[config.mk]
export PLATFORM = sky130hd
export DESIGN_NAME = jtd_tap
export DESIGN_NICKNAME = d
export VERILOG_FILES = /design/src/jtd_pkg.sv /design/src/jtd_tap.sv
export VERILOG_INCLUDE_DIRS = /design/src
export SDC_FILE = /design/constraint.sdc
export NUM_CORES = 1
export LEC_CHECK = 0
export BUFFER_PORTS_ARGS = -buffer_cell sky130_fd_sc_hd__buf_2
export CORE_MARGIN = 5
export CORE_UTILIZATION = 35
export DETAILED_ROUTE_END_ITERATION = 12
export GPL_TIMING_DRIVEN = 0
export HOLD_SLACK_MARGIN = 0.08
export SETUP_SLACK_MARGIN = 0.1
export SLEW_MARGIN = 20
export SYNTH_ARGS = -nofsm -noshare
export SYNTH_HDL_FRONTEND = slang
export SYNTH_SLANG_ARGS = --single-unit
[constraint.sdc]
create_clock -name clk -period 17.5 [get_ports clk]
set_clock_uncertainty 0.2 [all_clocks]
set_input_delay 3.5 -clock clk [delete_from_list [all_inputs] [get_ports clk]]
set_output_delay 3.5 -clock clk [all_outputs]
set_load 0.005 [all_outputs]
[src/jtd_map.svh]
// constants of the scan port controller and its instruction decoder
// What this block does
// sixteen-state controller steered by sampled mode select
// separate data scan and instruction scan paths
// instruction length parameter: 10, 14 or 22
// common low six bits, upper bits ones
// external, sample and internal tests use boundary chain
// two codes select two user scan chains
// 64-bit configuration chain for readback and writing
// 32-bit user code and identification chains
// high-impedance code floats pins, bypass connected
// startup stepped by test clock when selected
// shutdown stepped by test clock
// reprogram code acts like program pin
// all-ones code selects one-bit bypass
// boundary scan overrides configuration mode selection
// host avoids boundary tests during configuration
// user chains usable only after configuration
// boundary chain has three bits per pin
// instruction capture loads device status bits
// input taken on rise, output changed on fall
// output driven only while shifting
// bypass captures zero in capture-data state
// unlisted codes connect the bypass bit
// five high rises reach reset; reset loads identification
`ifndef JTD_MAP_SVH
`define JTD_MAP_SVH
`define JTD_IR_LEN 10
`define JTD_OP_LEN 10
`define JTD_NUM_IO 4
`define JTD_BSR_LEN 12
`define JTD_BSR_BITS 3
`define JTD_BSR_OE 0
`define JTD_BSR_OUT 1
`define JTD_BSR_IN 2
`define JTD_OP_EXTEST 10'h3c0
`define JTD_OP_SAMPLE 10'h3c1
`define JTD_OP_USER_A 10'h3c2
`define JTD_OP_USER_B 10'h3c3
`define JTD_OP_CFG_RD 10'h3c4
`define JTD_OP_CFG_WR 10'h3c5
`define JTD_OP_INTEST 10'h3c7
`define JTD_OP_USERCODE 10'h3c8
`define JTD_OP_IDCODE 10'h3c9
`define JTD_OP_HIGHZ 10'h3ca
`define JTD_OP_REPROG 10'h3cb
`define JTD_OP_STARTUP 10'h3cc
`define JTD_OP_SHUTDOWN 10'h3cd
`define JTD_OP_BYPASS 10'h3ff
`define JTD_IR_FIXED 2'h1
`define JTD_ID_LEN 32
`define JTD_CFG_LEN 64
`define JTD_ID_VALUE 32'h0a5a5a5b
`define JTD_RESET_RISES 5
`endif

[src/jtd_pkg.sv]
// types of the scan port controller
package jtd_pkg;
  typedef enum logic [3:0] {
    TLR, RTI, SEL_DR, CAP_DR, SH_DR, EX1_DR, PA_DR, EX2_DR, UPD_DR,
    SEL_IR, CAP_IR, SH_IR, EX1_IR, PA_IR, EX2_IR, UPD_IR
  } jtd_state_t;
  typedef enum logic [3:0] {
    I_EXTEST, I_SAMPLE, I_INTEST, I_USER_A, I_USER_B, I_CFG_RD, I_CFG_WR,
    I_USERCODE, I_IDCODE, I_HIGHZ, I_REPROG, I_STARTUP, I_SHUTDOWN, I_BYPASS
  } jtd_instr_t;
endpackage

[src/jtd_tap.sv]
// test access port controller with instruction register and decoder
`timescale 1ns/10ps
`default_nettype none
`include "jtd_map.svh"
module jtd_tap #(
  parameter int IR_LEN = `JTD_IR_LEN
) (
  input wire logic clk,
  input wire logic resetn,
  input wire logic tck,
  input wire logic tms,
  input wire logic tdi,
  output logic tdo_o,
  output logic tdo_oe,
  input wire logic cfg_done_i,
  input wire logic startup_clock_source,
  input wire logic [31:0] user_code_i,
  input wire logic [63:0] cfg_rd_data_i,
  output logic [63:0] cfg_wr_data_q,
  output logic cfg_wr_valid_q,
  output logic scan_clocked_startup,
  output logic scan_clocked_shutdown,
  output logic scan_reprogram_request,
  output logic scan_overrides_mode,
  output logic user_scan_reg_a_select,
  output logic user_scan_reg_b_select,
  input wire logic user_tdo_a_i,
  input wire logic user_tdo_b_i,
  output logic user_tdi_q,
  output logic user_capture_q,
  output logic user_shift_q,
  output logic user_update_q,
  input wire logic [`JTD_NUM_IO-1:0] pin_in,
  input wire logic [`JTD_NUM_IO-1:0] core_out,
  input wire logic [`JTD_NUM_IO-1:0] core_oe,
  output logic [`JTD_NUM_IO-1:0] pin_out_q,
  output logic [`JTD_NUM_IO-1:0] pin_oe_q,
  output logic [`JTD_NUM_IO-1:0] core_in_q
);
  // ****************************************
  // functions
  // ****************************************
  // widen a ten-bit code with ones above it
  function automatic logic [IR_LEN-1:0] op(input logic [`JTD_OP_LEN-1:0] c);
    logic [IR_LEN-1:0] r;
    r = '1;
    r[`JTD_OP_LEN-1:0] = c;
    return r;
  endfunction

  // index of one field of pin k in the boundary chain
  function automatic int bidx(input int k, input int f);
    return `JTD_BSR_BITS * k + f;
  endfunction

  // standard controller transitions
  function automatic jtd_pkg::jtd_state_t nxt(input jtd_pkg::jtd_state_t s, input logic m);
    jtd_pkg::jtd_state_t n;
    n = jtd_pkg::TLR;
    case (s)
      jtd_pkg::TLR: n = m ? jtd_pkg::TLR : jtd_pkg::RTI;
      jtd_pkg::RTI: n = m ? jtd_pkg::SEL_DR : jtd_pkg::RTI;
      jtd_pkg::SEL_DR: n = m ? jtd_pkg::SEL_IR : jtd_pkg::CAP_DR;
      jtd_pkg::CAP_DR: n = m ? jtd_pkg::EX1_DR : jtd_pkg::SH_DR;
      jtd_pkg::SH_DR: n = m ? jtd_pkg::EX1_DR : jtd_pkg::SH_DR;
      jtd_pkg::EX1_DR: n = m ? jtd_pkg::UPD_DR : jtd_pkg::PA_DR;
      jtd_pkg::PA_DR: n = m ? jtd_pkg::EX2_DR : jtd_pkg::PA_DR;
      jtd_pkg::EX2_DR: n = m ? jtd_pkg::UPD_DR : jtd_pkg::SH_DR;
      jtd_pkg::UPD_DR: n = m ? jtd_pkg::SEL_DR : jtd_pkg::RTI;
      jtd_pkg::SEL_IR: n = m ? jtd_pkg::TLR : jtd_pkg::CAP_IR;
      jtd_pkg::CAP_IR: n = m ? jtd_pkg::EX1_IR : jtd_pkg::SH_IR;
      jtd_pkg::SH_IR: n = m ? jtd_pkg::EX1_IR : jtd_pkg::SH_IR;
      jtd_pkg::EX1_IR: n = m ? jtd_pkg::UPD_IR : jtd_pkg::PA_IR;
      jtd_pkg::PA_IR: n = m ? jtd_pkg::EX2_IR : jtd_pkg::PA_IR;
      jtd_pkg::EX2_IR: n = m ? jtd_pkg::UPD_IR : jtd_pkg::SH_IR;
      jtd_pkg::UPD_IR: n = m ? jtd_pkg::SEL_DR : jtd_pkg::RTI;
      default: n = jtd_pkg::TLR;
    endcase
    return n;
  endfunction

  // opcode to instruction, unlisted codes fall to bypass
  function automatic jtd_pkg::jtd_instr_t dec(input logic [IR_LEN-1:0] ir);
    jtd_pkg::jtd_instr_t i;
    i = jtd_pkg::I_BYPASS;
    if (ir == op(`JTD_OP_EXTEST)) i = jtd_pkg::I_EXTEST;
    if (ir == op(`JTD_OP_SAMPLE)) i = jtd_pkg::I_SAMPLE;
    if (ir == op(`JTD_OP_INTEST)) i = jtd_pkg::I_INTEST;
    if (ir == op(`JTD_OP_USER_A)) i = jtd_pkg::I_USER_A;
    if (ir == op(`JTD_OP_USER_B)) i = jtd_pkg::I_USER_B;
    if (ir == op(`JTD_OP_CFG_RD)) i = jtd_pkg::I_CFG_RD;
    if (ir == op(`JTD_OP_CFG_WR)) i = jtd_pkg::I_CFG_WR;
    if (ir == op(`JTD_OP_USERCODE)) i = jtd_pkg::I_USERCODE;
    if (ir == op(`JTD_OP_IDCODE)) i = jtd_pkg::I_IDCODE;
    if (ir == op(`JTD_OP_HIGHZ)) i = jtd_pkg::I_HIGHZ;
    if (ir == op(`JTD_OP_REPROG)) i = jtd_pkg::I_REPROG;
    if (ir == op(`JTD_OP_STARTUP)) i = jtd_pkg::I_STARTUP;
    if (ir == op(`JTD_OP_SHUTDOWN)) i = jtd_pkg::I_SHUTDOWN;
    return i;
  endfunction

  // ****************************************
  // reset and pin synchronisers
  // ****************************************
  logic rst_s1_q, rst_n;
  logic tck_s1_q, tck_s2_q, tck_s3_q, tms_s1_q, tms_s2_q, tdi_s1_q, tdi_s2_q;
  logic done_s1_q, done_s2_q;
  logic [`JTD_NUM_IO-1:0] pin_s1_q, pin_s2_q;

  // reset released through two flops
  always_ff @(posedge clk or negedge resetn) begin
    if (!resetn) begin
      rst_s1_q <= 1'b0;
      rst_n <= 1'b0;
    end else begin
      rst_s1_q <= 1'b1;
      rst_n <= rst_s1_q;
    end
  end

  // test port, done and pin inputs pass two flops; the test clock passes a third
  always_ff @(posedge clk or negedge rst_n) begin
    if (!rst_n) begin
      {tck_s1_q, tck_s2_q, tck_s3_q} <= 3'h0;
      {tms_s1_q, tms_s2_q, tdi_s1_q, tdi_s2_q} <= 4'hf;
      {done_s1_q, done_s2_q} <= 2'h0;
      pin_s1_q <= '0;
      pin_s2_q <= '0;
    end else begin
      {tck_s1_q, tck_s2_q, tck_s3_q} <= {tck, tck_s1_q, tck_s2_q};
      {tms_s1_q, tms_s2_q, tdi_s1_q, tdi_s2_q} <= {tms, tms_s1_q, tdi, tdi_s1_q};
      {done_s1_q, done_s2_q} <= {cfg_done_i, done_s1_q};
      pin_s1_q <= pin_in;
      pin_s2_q <= pin_s1_q;
    end
  end

  // ****************************************
  // decode
  // ****************************************
  jtd_pkg::jtd_state_t st_q;
  logic [IR_LEN-1:0] ir_q, ir_sh_q;
  logic byp_q;
  logic [`JTD_ID_LEN-1:0] id_sh_q, uc_sh_q;
  logic [`JTD_CFG_LEN-1:0] cfg_sh_q;
  logic [`JTD_BSR_LEN-1:0] bsr_sh_q, bsr_upd_q;
  logic tdo_q, oe_q;

  // edges of the sampled test clock and decoded instruction
  wire rise = tck_s2_q & ~tck_s3_q;
  wire fall = ~tck_s2_q & tck_s3_q;
  jtd_pkg::jtd_instr_t ins;
  assign ins = dec(ir_q);
  wire use_bsr = (ins == jtd_pkg::I_EXTEST) | (ins == jtd_pkg::I_SAMPLE) | (ins == jtd_pkg::I_INTEST);
  wire drive_bsr = (ins == jtd_pkg::I_EXTEST) | (ins == jtd_pkg::I_INTEST);
  wire highz = (ins == jtd_pkg::I_HIGHZ);
  wire sel_a = (ins == jtd_pkg::I_USER_A) & done_s2_q;
  wire sel_b = (ins == jtd_pkg::I_USER_B) & done_s2_q;
  wire cap_dr = rise & (st_q == jtd_pkg::CAP_DR);
  wire sh_dr = rise & (st_q == jtd_pkg::SH_DR);
  wire upd_dr = rise & (st_q == jtd_pkg::UPD_DR);
  wire in_shift = (st_q == jtd_pkg::SH_DR) | (st_q == jtd_pkg::SH_IR);
  wire [IR_LEN-1:0] ir_capt = {{(IR_LEN-4){1'b0}}, done_s2_q, startup_clock_source, `JTD_IR_FIXED};

  // serial out of the selected data chain
  logic dr_so;
  always_comb begin
    case (ins)
      jtd_pkg::I_EXTEST, jtd_pkg::I_SAMPLE, jtd_pkg::I_INTEST: dr_so = bsr_sh_q[0];
      jtd_pkg::I_USER_A: dr_so = sel_a ? user_tdo_a_i : byp_q;
      jtd_pkg::I_USER_B: dr_so = sel_b ? user_tdo_b_i : byp_q;
      jtd_pkg::I_CFG_RD, jtd_pkg::I_CFG_WR: dr_so = cfg_sh_q[0];
      jtd_pkg::I_USERCODE: dr_so = uc_sh_q[0];
      jtd_pkg::I_IDCODE: dr_so = id_sh_q[0];
      default: dr_so = byp_q;
    endcase
  end

  // ****************************************
  // controller and instruction register
  // ****************************************
  // state and instruction advance on test clock rise
  always_ff @(posedge clk or negedge rst_n) begin
    if (!rst_n) begin
      st_q <= jtd_pkg::TLR;
      ir_q <= op(`JTD_OP_IDCODE);
      ir_sh_q <= '0;
    end else if (rise) begin
      st_q <= nxt(st_q, tms_s2_q);
      if (st_q == jtd_pkg::TLR) ir_q <= op(`JTD_OP_IDCODE);
      if (st_q == jtd_pkg::CAP_IR) ir_sh_q <= ir_capt;
      if (st_q == jtd_pkg::SH_IR) ir_sh_q <= {tdi_s2_q, ir_sh_q[IR_LEN-1:1]};
      if (st_q == jtd_pkg::UPD_IR) ir_q <= ir_sh_q;
    end
  end

  // ****************************************
  // data chains
  // ****************************************
  // bypass, identification, user code and configuration chains
  always_ff @(posedge clk or negedge rst_n) begin
    if (!rst_n) begin
      byp_q <= 1'b0;
      id_sh_q <= '0;
      uc_sh_q <= '0;
      cfg_sh_q <= '0;
    end else if (cap_dr) begin
      byp_q <= 1'b0;
      id_sh_q <= `JTD_ID_VALUE;
      uc_sh_q <= user_code_i;
      if (ins == jtd_pkg::I_CFG_RD) cfg_sh_q <= cfg_rd_data_i;
    end else if (sh_dr) begin
      byp_q <= tdi_s2_q;
      id_sh_q <= {tdi_s2_q, id_sh_q[`JTD_ID_LEN-1:1]};
      uc_sh_q <= {tdi_s2_q, uc_sh_q[`JTD_ID_LEN-1:1]};
      cfg_sh_q <= {tdi_s2_q, cfg_sh_q[`JTD_CFG_LEN-1:1]};
    end
  end

  // configuration write word handed over on update
  always_ff @(posedge clk or negedge rst_n) begin
    if (!rst_n) begin
      cfg_wr_data_q <= '0;
      cfg_wr_valid_q <= 1'b0;
    end else begin
      cfg_wr_valid_q <= upd_dr & (ins == jtd_pkg::I_CFG_WR);
      if (upd_dr & (ins == jtd_pkg::I_CFG_WR)) cfg_wr_data_q <= cfg_sh_q;
    end
  end

  // boundary chain: per pin oe nearest output, then out, then in
  always_ff @(posedge clk or negedge rst_n) begin
    if (!rst_n) begin
      bsr_sh_q <= '0;
      bsr_upd_q <= '0;
    end else if (use_bsr) begin
      if (cap_dr) begin
        for (int k = 0; k < `JTD_NUM_IO; k++) begin
          bsr_sh_q[bidx(k, `JTD_BSR_OE) +: `JTD_BSR_BITS] <= {pin_s2_q[k], core_out[k], core_oe[k]};
        end
      end
      if (sh_dr) bsr_sh_q <= {tdi_s2_q, bsr_sh_q[`JTD_BSR_LEN-1:1]};
      if (upd_dr) bsr_upd_q <= bsr_sh_q;
    end
  end

  // pins from the chain in test, floated in high-impedance mode
  always_ff @(posedge clk or negedge rst_n) begin
    if (!rst_n) begin
      pin_out_q <= '0;
      pin_oe_q <= '0;
      core_in_q <= '0;
    end else begin
      for (int k = 0; k < `JTD_NUM_IO; k++) begin
        pin_out_q[k] <= drive_bsr ? bsr_upd_q[bidx(k, `JTD_BSR_OUT)] : core_out[k];
        pin_oe_q[k] <= highz ? 1'b0 : drive_bsr ? bsr_upd_q[bidx(k, `JTD_BSR_OE)] : core_oe[k];
        core_in_q[k] <= (ins == jtd_pkg::I_INTEST) ? bsr_upd_q[bidx(k, `JTD_BSR_IN)] : pin_s2_q[k];
      end
    end
  end

  // ****************************************
  // serial output
  // ****************************************
  // output changes only on test clock fall
  always_ff @(posedge clk or negedge rst_n) begin
    if (!rst_n) begin
      tdo_q <= 1'b0;
      oe_q <= 1'b0;
    end else if (fall) begin
      tdo_q <= (st_q == jtd_pkg::SH_IR) ? ir_sh_q[0] : dr_so;
      oe_q <= in_shift;
    end
  end
  assign tdo_o = tdo_q;
  assign tdo_oe = oe_q;

  // ****************************************
  // configuration control and user chains
  // ****************************************
  // control actions and user chain strobes
  always_ff @(posedge clk or negedge rst_n) begin
    if (!rst_n) begin
      scan_clocked_startup <= 1'b0;
      scan_clocked_shutdown <= 1'b0;
      scan_reprogram_request <= 1'b0;
      scan_overrides_mode <= 1'b0;
      user_scan_reg_a_select <= 1'b0;
      user_scan_reg_b_select <= 1'b0;
      user_tdi_q <= 1'b1;
      user_capture_q <= 1'b0;
      user_shift_q <= 1'b0;
      user_update_q <= 1'b0;
    end else begin
      scan_clocked_startup <= rise & (st_q == jtd_pkg::RTI) & (ins == jtd_pkg::I_STARTUP) & startup_clock_source;
      scan_clocked_shutdown <= rise & (st_q == jtd_pkg::RTI) & (ins == jtd_pkg::I_SHUTDOWN);
      scan_reprogram_request <= (ins == jtd_pkg::I_REPROG);
      scan_overrides_mode <= use_bsr;
      user_scan_reg_a_select <= sel_a;
      user_scan_reg_b_select <= sel_b;
      user_tdi_q <= tdi_s2_q;
      user_capture_q <= cap_dr & (sel_a | sel_b);
      user_shift_q <= sh_dr & (sel_a | sel_b);
      user_update_q <= upd_dr & (sel_a | sel_b);
    end
  end

  // counts rises with mode select high in a row
  logic [2:0] ones_q;
  always_ff @(posedge clk or negedge rst_n) begin
    if (!rst_n) ones_q <= 3'h0;
    else if (rise) ones_q <= !tms_s2_q ? 3'h0 : (ones_q == 3'h7) ? ones_q : ones_q + 3'h1;
  end
endmodule
`default_nettype wire

# Word-level counts from Yosys, hierarchy flattened

Cells that the tools add are included.

Flip-flop bits (word level): 285
Output and inout bits: 89
Word-level logic and storage cells: 178

Bitwise logic cells: 22
Reduce and logical (&&, ||, !) cells: 15
Mux-type cells: 61
Equality and inequality tests: 41

Operators by type and width:

| kind                 | count |
|---|---|
| $mux 64              | 3 |
| $eq 10x10->1 const B | 13 |
| $mux 32              | 4 |
| $mux 4               | 17 |
| $eq 4x4->1 const B   | 13 |
| $pmux 4 s12          | 1 |
| $mux 10              | 4 |
| $eq 4x3->1 const B   | 8 |
| $mux 1               | 24 |
| $mux 12              | 2 |
| $eq 4x2->1 const B   | 4 |
| $and 1x1->1          | 15 |
| $reduce_and 2->1     | 5 |
| $eq 4x1->1 const B   | 2 |
| $logic_not 4->1      | 2 |
| $mux 2               | 3 |
| $mux 3               | 2 |
| $pmux 1 s6           | 1 |
| $reduce_bool 2->1    | 3 |
| $reduce_or 2->1      | 3 |
| $reduce_or 3->1      | 2 |
| $or 1x1->1           | 5 |
| $ne 2x1->1 const B   | 1 |
| $not 1->1            | 2 |

# Depth between registers and ports, before layout

Depth in word-level cells: 19
Depth in mapped cells: 10

# Worst setup path before layout

Ideal clock, no wire load.

Path kind: input to register
Start point: in startup_clock_source
End point: reg scan_clocked_startup
Setup time: 78 ps
Path buffers: 0
Path slack: 13052 ps
Stages: 2
Arrival time: 4171 ps
Cell sequence: or4b_2 a21oi_1

Word-level cells in the longest chain between the ends: 1

Ends and longest elaborated chain:

| what                 | line           | text |
|---|---|---|
| start, declared      | jtd_tap.sv:16  | `input wire logic startup_clock_source,` |
| $and 1x1->1          | jtd_tap.sv:295 | `scan_clocked_startup <= rise & (st_q == jtd_pkg::RTI) & (ins == jtd_pkg::I_STARTUP) & startup_clock_source;` |
| end signal, assigned | jtd_tap.sv:295 |  |
| end, declared        | jtd_tap.sv:21  | `output logic scan_clocked_startup,` |

No other way between the ends.
A chain may end at the register's enable or synchronous reset.

# Worst setup path after layout

Start point: reg user_tdi_q
End point: out user_tdi_q

RTL lines:

| what                   | line           | text |
|---|---|---|
| start, declared        | jtd_tap.sv:29  | `output logic user_tdi_q,` |
| start signal, assigned | jtd_tap.sv:301 | `user_tdi_q <= tdi_s2_q;` |

No word-level cell between the ends.

==> results.toml <==
[outcome]
outcome = "finished, final reports clean"

[grt]
use_met3 = 0.0329
global_route_wire_length_before_repair_um = 46900
maximum_number_of_pins_on_one_net_before_global_route_repair = 54
groute.usage.overall = 0.157
use_met2 = 0.249
use_met1 = 0.218
first_global_vias = 8422
grt_antenna_before_repair = 2
grt_most_used_layer = "met2"
gr-total-overflow = 0

[critical_path]
cell_by_cell_trace_of_the_critical_path = "buf_2"
cp_data_arrival_time_ns = 1.09
crit_required_ns = 13.80
critical-path-max-stage-delay_ns = 0.51
crit_slowest_cell = "dfstp_2"
category_of_the_worst_setup_path_launch_point = "register"
critical_path.endpoint_type = "output pin"
critPathLaunch = "user_tdi_q"
crit-reg2reg-launch = "ir_q[8]"
timing.critical_path.max_delay_family = "flip-flops"
worstPathMaxFanout = 1
crit_type = "reg2out"
cp_num_buf_inv = 1

[cts]
cts-root-to-sink-buffers = 3
clk_latency_worst_skew_pair_ns = 0.51
cts_hold_repair.buffers = 0
cts.sinks = 284
ctsHtreeMaxLevel = 2
cts_inserted_buffers = 34
cts_root_buf = "clkbuf_16"
cts_resized = 0
setup_fix_buffers_added_after_clock_tree_synthesis = 0
clkSlewWorstSetupHoldPaths_ns = 0.06
tritoncts = "yes"

[timing]
timing.final.crit_period_ns = 4.79
slew_violations = 0
timing_hold_violations_final = 0
final_min_period_over_clock_period = 0.274
timing.max_slew.rel_slack = 0.464
setup_repair_after_global_routing_missed_its_margin = "false"
final_layout_setup_total_negative_slack_ns = 0
maxClockFrequency_mhz = 209
worst_pin_slew_ns = 0.804
setup_viol = 0

[detailed_routing]
detail_route.first_pass.iterations = 7
routedWlPerCell_um = 17.7
detail-route-antenna-nets = 0
postRouteWirelength_um = 29300
drc = 0
first_iter_violations = 611
vias = 8148
via_density = 4.94

[synth]
synth_area_leader_cell = "dfrtp_1"
synth_top_cell_area_share = 0.585
synth_flop_cell = "dfrtp_1"
ys_seq_elements = 284
synth.net_count = 1054
synth_top_cells_by_area = "dfrtp_1 59%, mux2i_1 7.2%, mux2_2 6.9%, o21ai_0 3.9%, nand2_1 3.4%"
synthTopCellsByCount = "273 x dfrtp_1, 107 x nand2_1, 92 x o21ai_0, 84 x mux2i_1, 72 x mux2_2"
synthesis.instances = 937
synth_edf_count = 0
post_synth_instance_area_sq_um = 11700
synth.avg_cell_area_sq_um = 12.5
ys_async_sr_fraction = 1.00
yosysMostFrequentCell = "dfrtp_1"
yosys_synthesis_warning_count = 0
yosysUniqueCellTypes = 58
synth_sequential_area_ratio = 0.610

[floorplanning]
initial_core_util = 0.357
die_height_um = 193
floorplan.die_area_sq_um = 37100
rows = 66
core_sq_um = 32700
top_level_ports = 206
die-width_um = 193

[power]
power_switching_share = 0.300
power_frac_seq = 0.466
power_frac_comb = 0.195
internal_power_mw = 1.41
p_leak_nw = 7.56
power_density_nw_per_um2 = 140
switching_power_uw = 606
peakVddDrop_uv = 73.8
power.share.clock = 0.339

[placement]
detailedPlacementHpwl_um = 21000
io_buffers = 205
placedInstanceArea_sq_um = 13400
rd_place_congestion = 0.795

[layout]
finalInstanceArea_sq_um = 14500
drive_above_1_share = 0.329
nFillCells = 3116
design.final.nets = 1301
layout.core_utilization = 0.443
layout-area-overhead-vs-synth_pct = 24.1

[run]
cap_viol_max_count = 0

[min_path]
hold_path_class = "reg2async"
[cell type report]
cell class              count  area [sq um]  area share
flip-flops and latches    284          7120       0.492
multi-input cells         549          4090       0.283
repair buffers            211          1160      0.0802
clock buffers              46           946      0.0653
well taps                 442           553      0.0382
plain buffers              65           314      0.0217
inverters                  39           146      0.0101
clock inverters            13           143     0.00985
diodes                      1          2.50    0.000173
[power groups by stage]
stage	Sequential, mW	Combinational (mW)	Clock (mW)
after floorplan	0.923	0.293	0
after global placement	0.960	0.368	0
after detailed placement	0.952	0.396	0
after CTS	0.942	0.398	0.707
after global routing	0.965	0.450	0.738
final	0.942	0.393	0.685
[worst register-to-register path, delay by kind of cell, from the launching register on]
family        cells  cell delay [ns]
buf+inv           2             0.53
flops             1             0.55
simple gates      4             1.00
mux               1             0.35
[registers in the layout, summed over array words and instances, names as in the netlist, 10 cells and up]
register / flops
bsr_sh_q: 12
bsr_upd_q: 12
cfg_sh_q: 64
cfg_wr_data_q: 64
id_sh_q: 31
ir_q: 10
ir_sh_q: 10
uc_sh_q: 32
[stage by stage]
step | worst slack [ns] | total power [mW] | std cells | hold slack (ns)
2_1_floorplan | 8.82 | 1.22 | 937 | 0.131
3_3_place_gp | 5.29 | 1.33 | 1584 | 0.138
3_5_place_dp | 12.74 | 1.35 | 1590 | 0.0983
4_1_cts | 12.68 | 2.05 | 1649 | 0.106
5_1_grt | 12.66 | 2.15 | 1649 | 0.138
6_report | 12.71 | 2.02 | 1650 | 0.0841
[worst paths after layout]
check,slack [ns],end,cells past startpoint
worst min-delay path,0.08,uc_sh_q[25],0
worst max register to register,14.75,cfg_wr_data_q[50],7
min in group clk,0.15,done_s2_q,0
worst max-delay path,12.71,user_tdi_q,1
worst min register to register,0.08,uc_sh_q[25],0
max in group asynchronous,14.44,rst_n,1
[metal layers]
metal	share of wire	vias up	wire, um
met3	0.050	45	1450
met4	0.022	4	644
met2	0.48	190	14000
li1	-	3853	-
met5	0.00092	-	27
met1	0.45	4056	13100
[cell families (layout without fill, tap and decap cells)]
group,Yosys count,after routing,synth area share
flops,284,284,0.610
compound gates,201,201,0.121
simple gates,178,178,0.0722
mux,168,168,0.156
buf+inv,104,374,0.0394
other cells,1,2,0.000321
xor+xnor,1,1,0.000750
[cell usage in the layout (no fill, tap or decap), drive strengths merged, types with 2 or more instances in the layout]
| cell | n |
|---|---|
| a22o | 21 |
| o22a | 20 |
| or2 | 3 |
| inv | 42 |
| mux2i | 84 |
| a31oi | 2 |
| a222oi | 31 |
| mux2 | 84 |
| buf | 247 |
| o21ai | 93 |
| nor2b | 4 |
| a2111oi | 2 |
| clkinvlp | 2 |
| o211ai | 3 |
| nor3 | 7 |
| nand2b | 4 |
| or3 | 2 |
| clkinv | 6 |
| bufinv | 2 |
| clkbuf | 75 |
| nand2 | 107 |
| dfstp | 11 |
| a21oi | 12 |
| a22oi | 3 |
| o211a | 2 |
| nor3b | 3 |
| o22ai | 5 |
| or4b | 2 |
| dfrtp | 273 |
| a211oi | 2 |
| nand3 | 8 |
| nand4 | 5 |
| nor2 | 24 |
(Power assumes the default switching activity.)
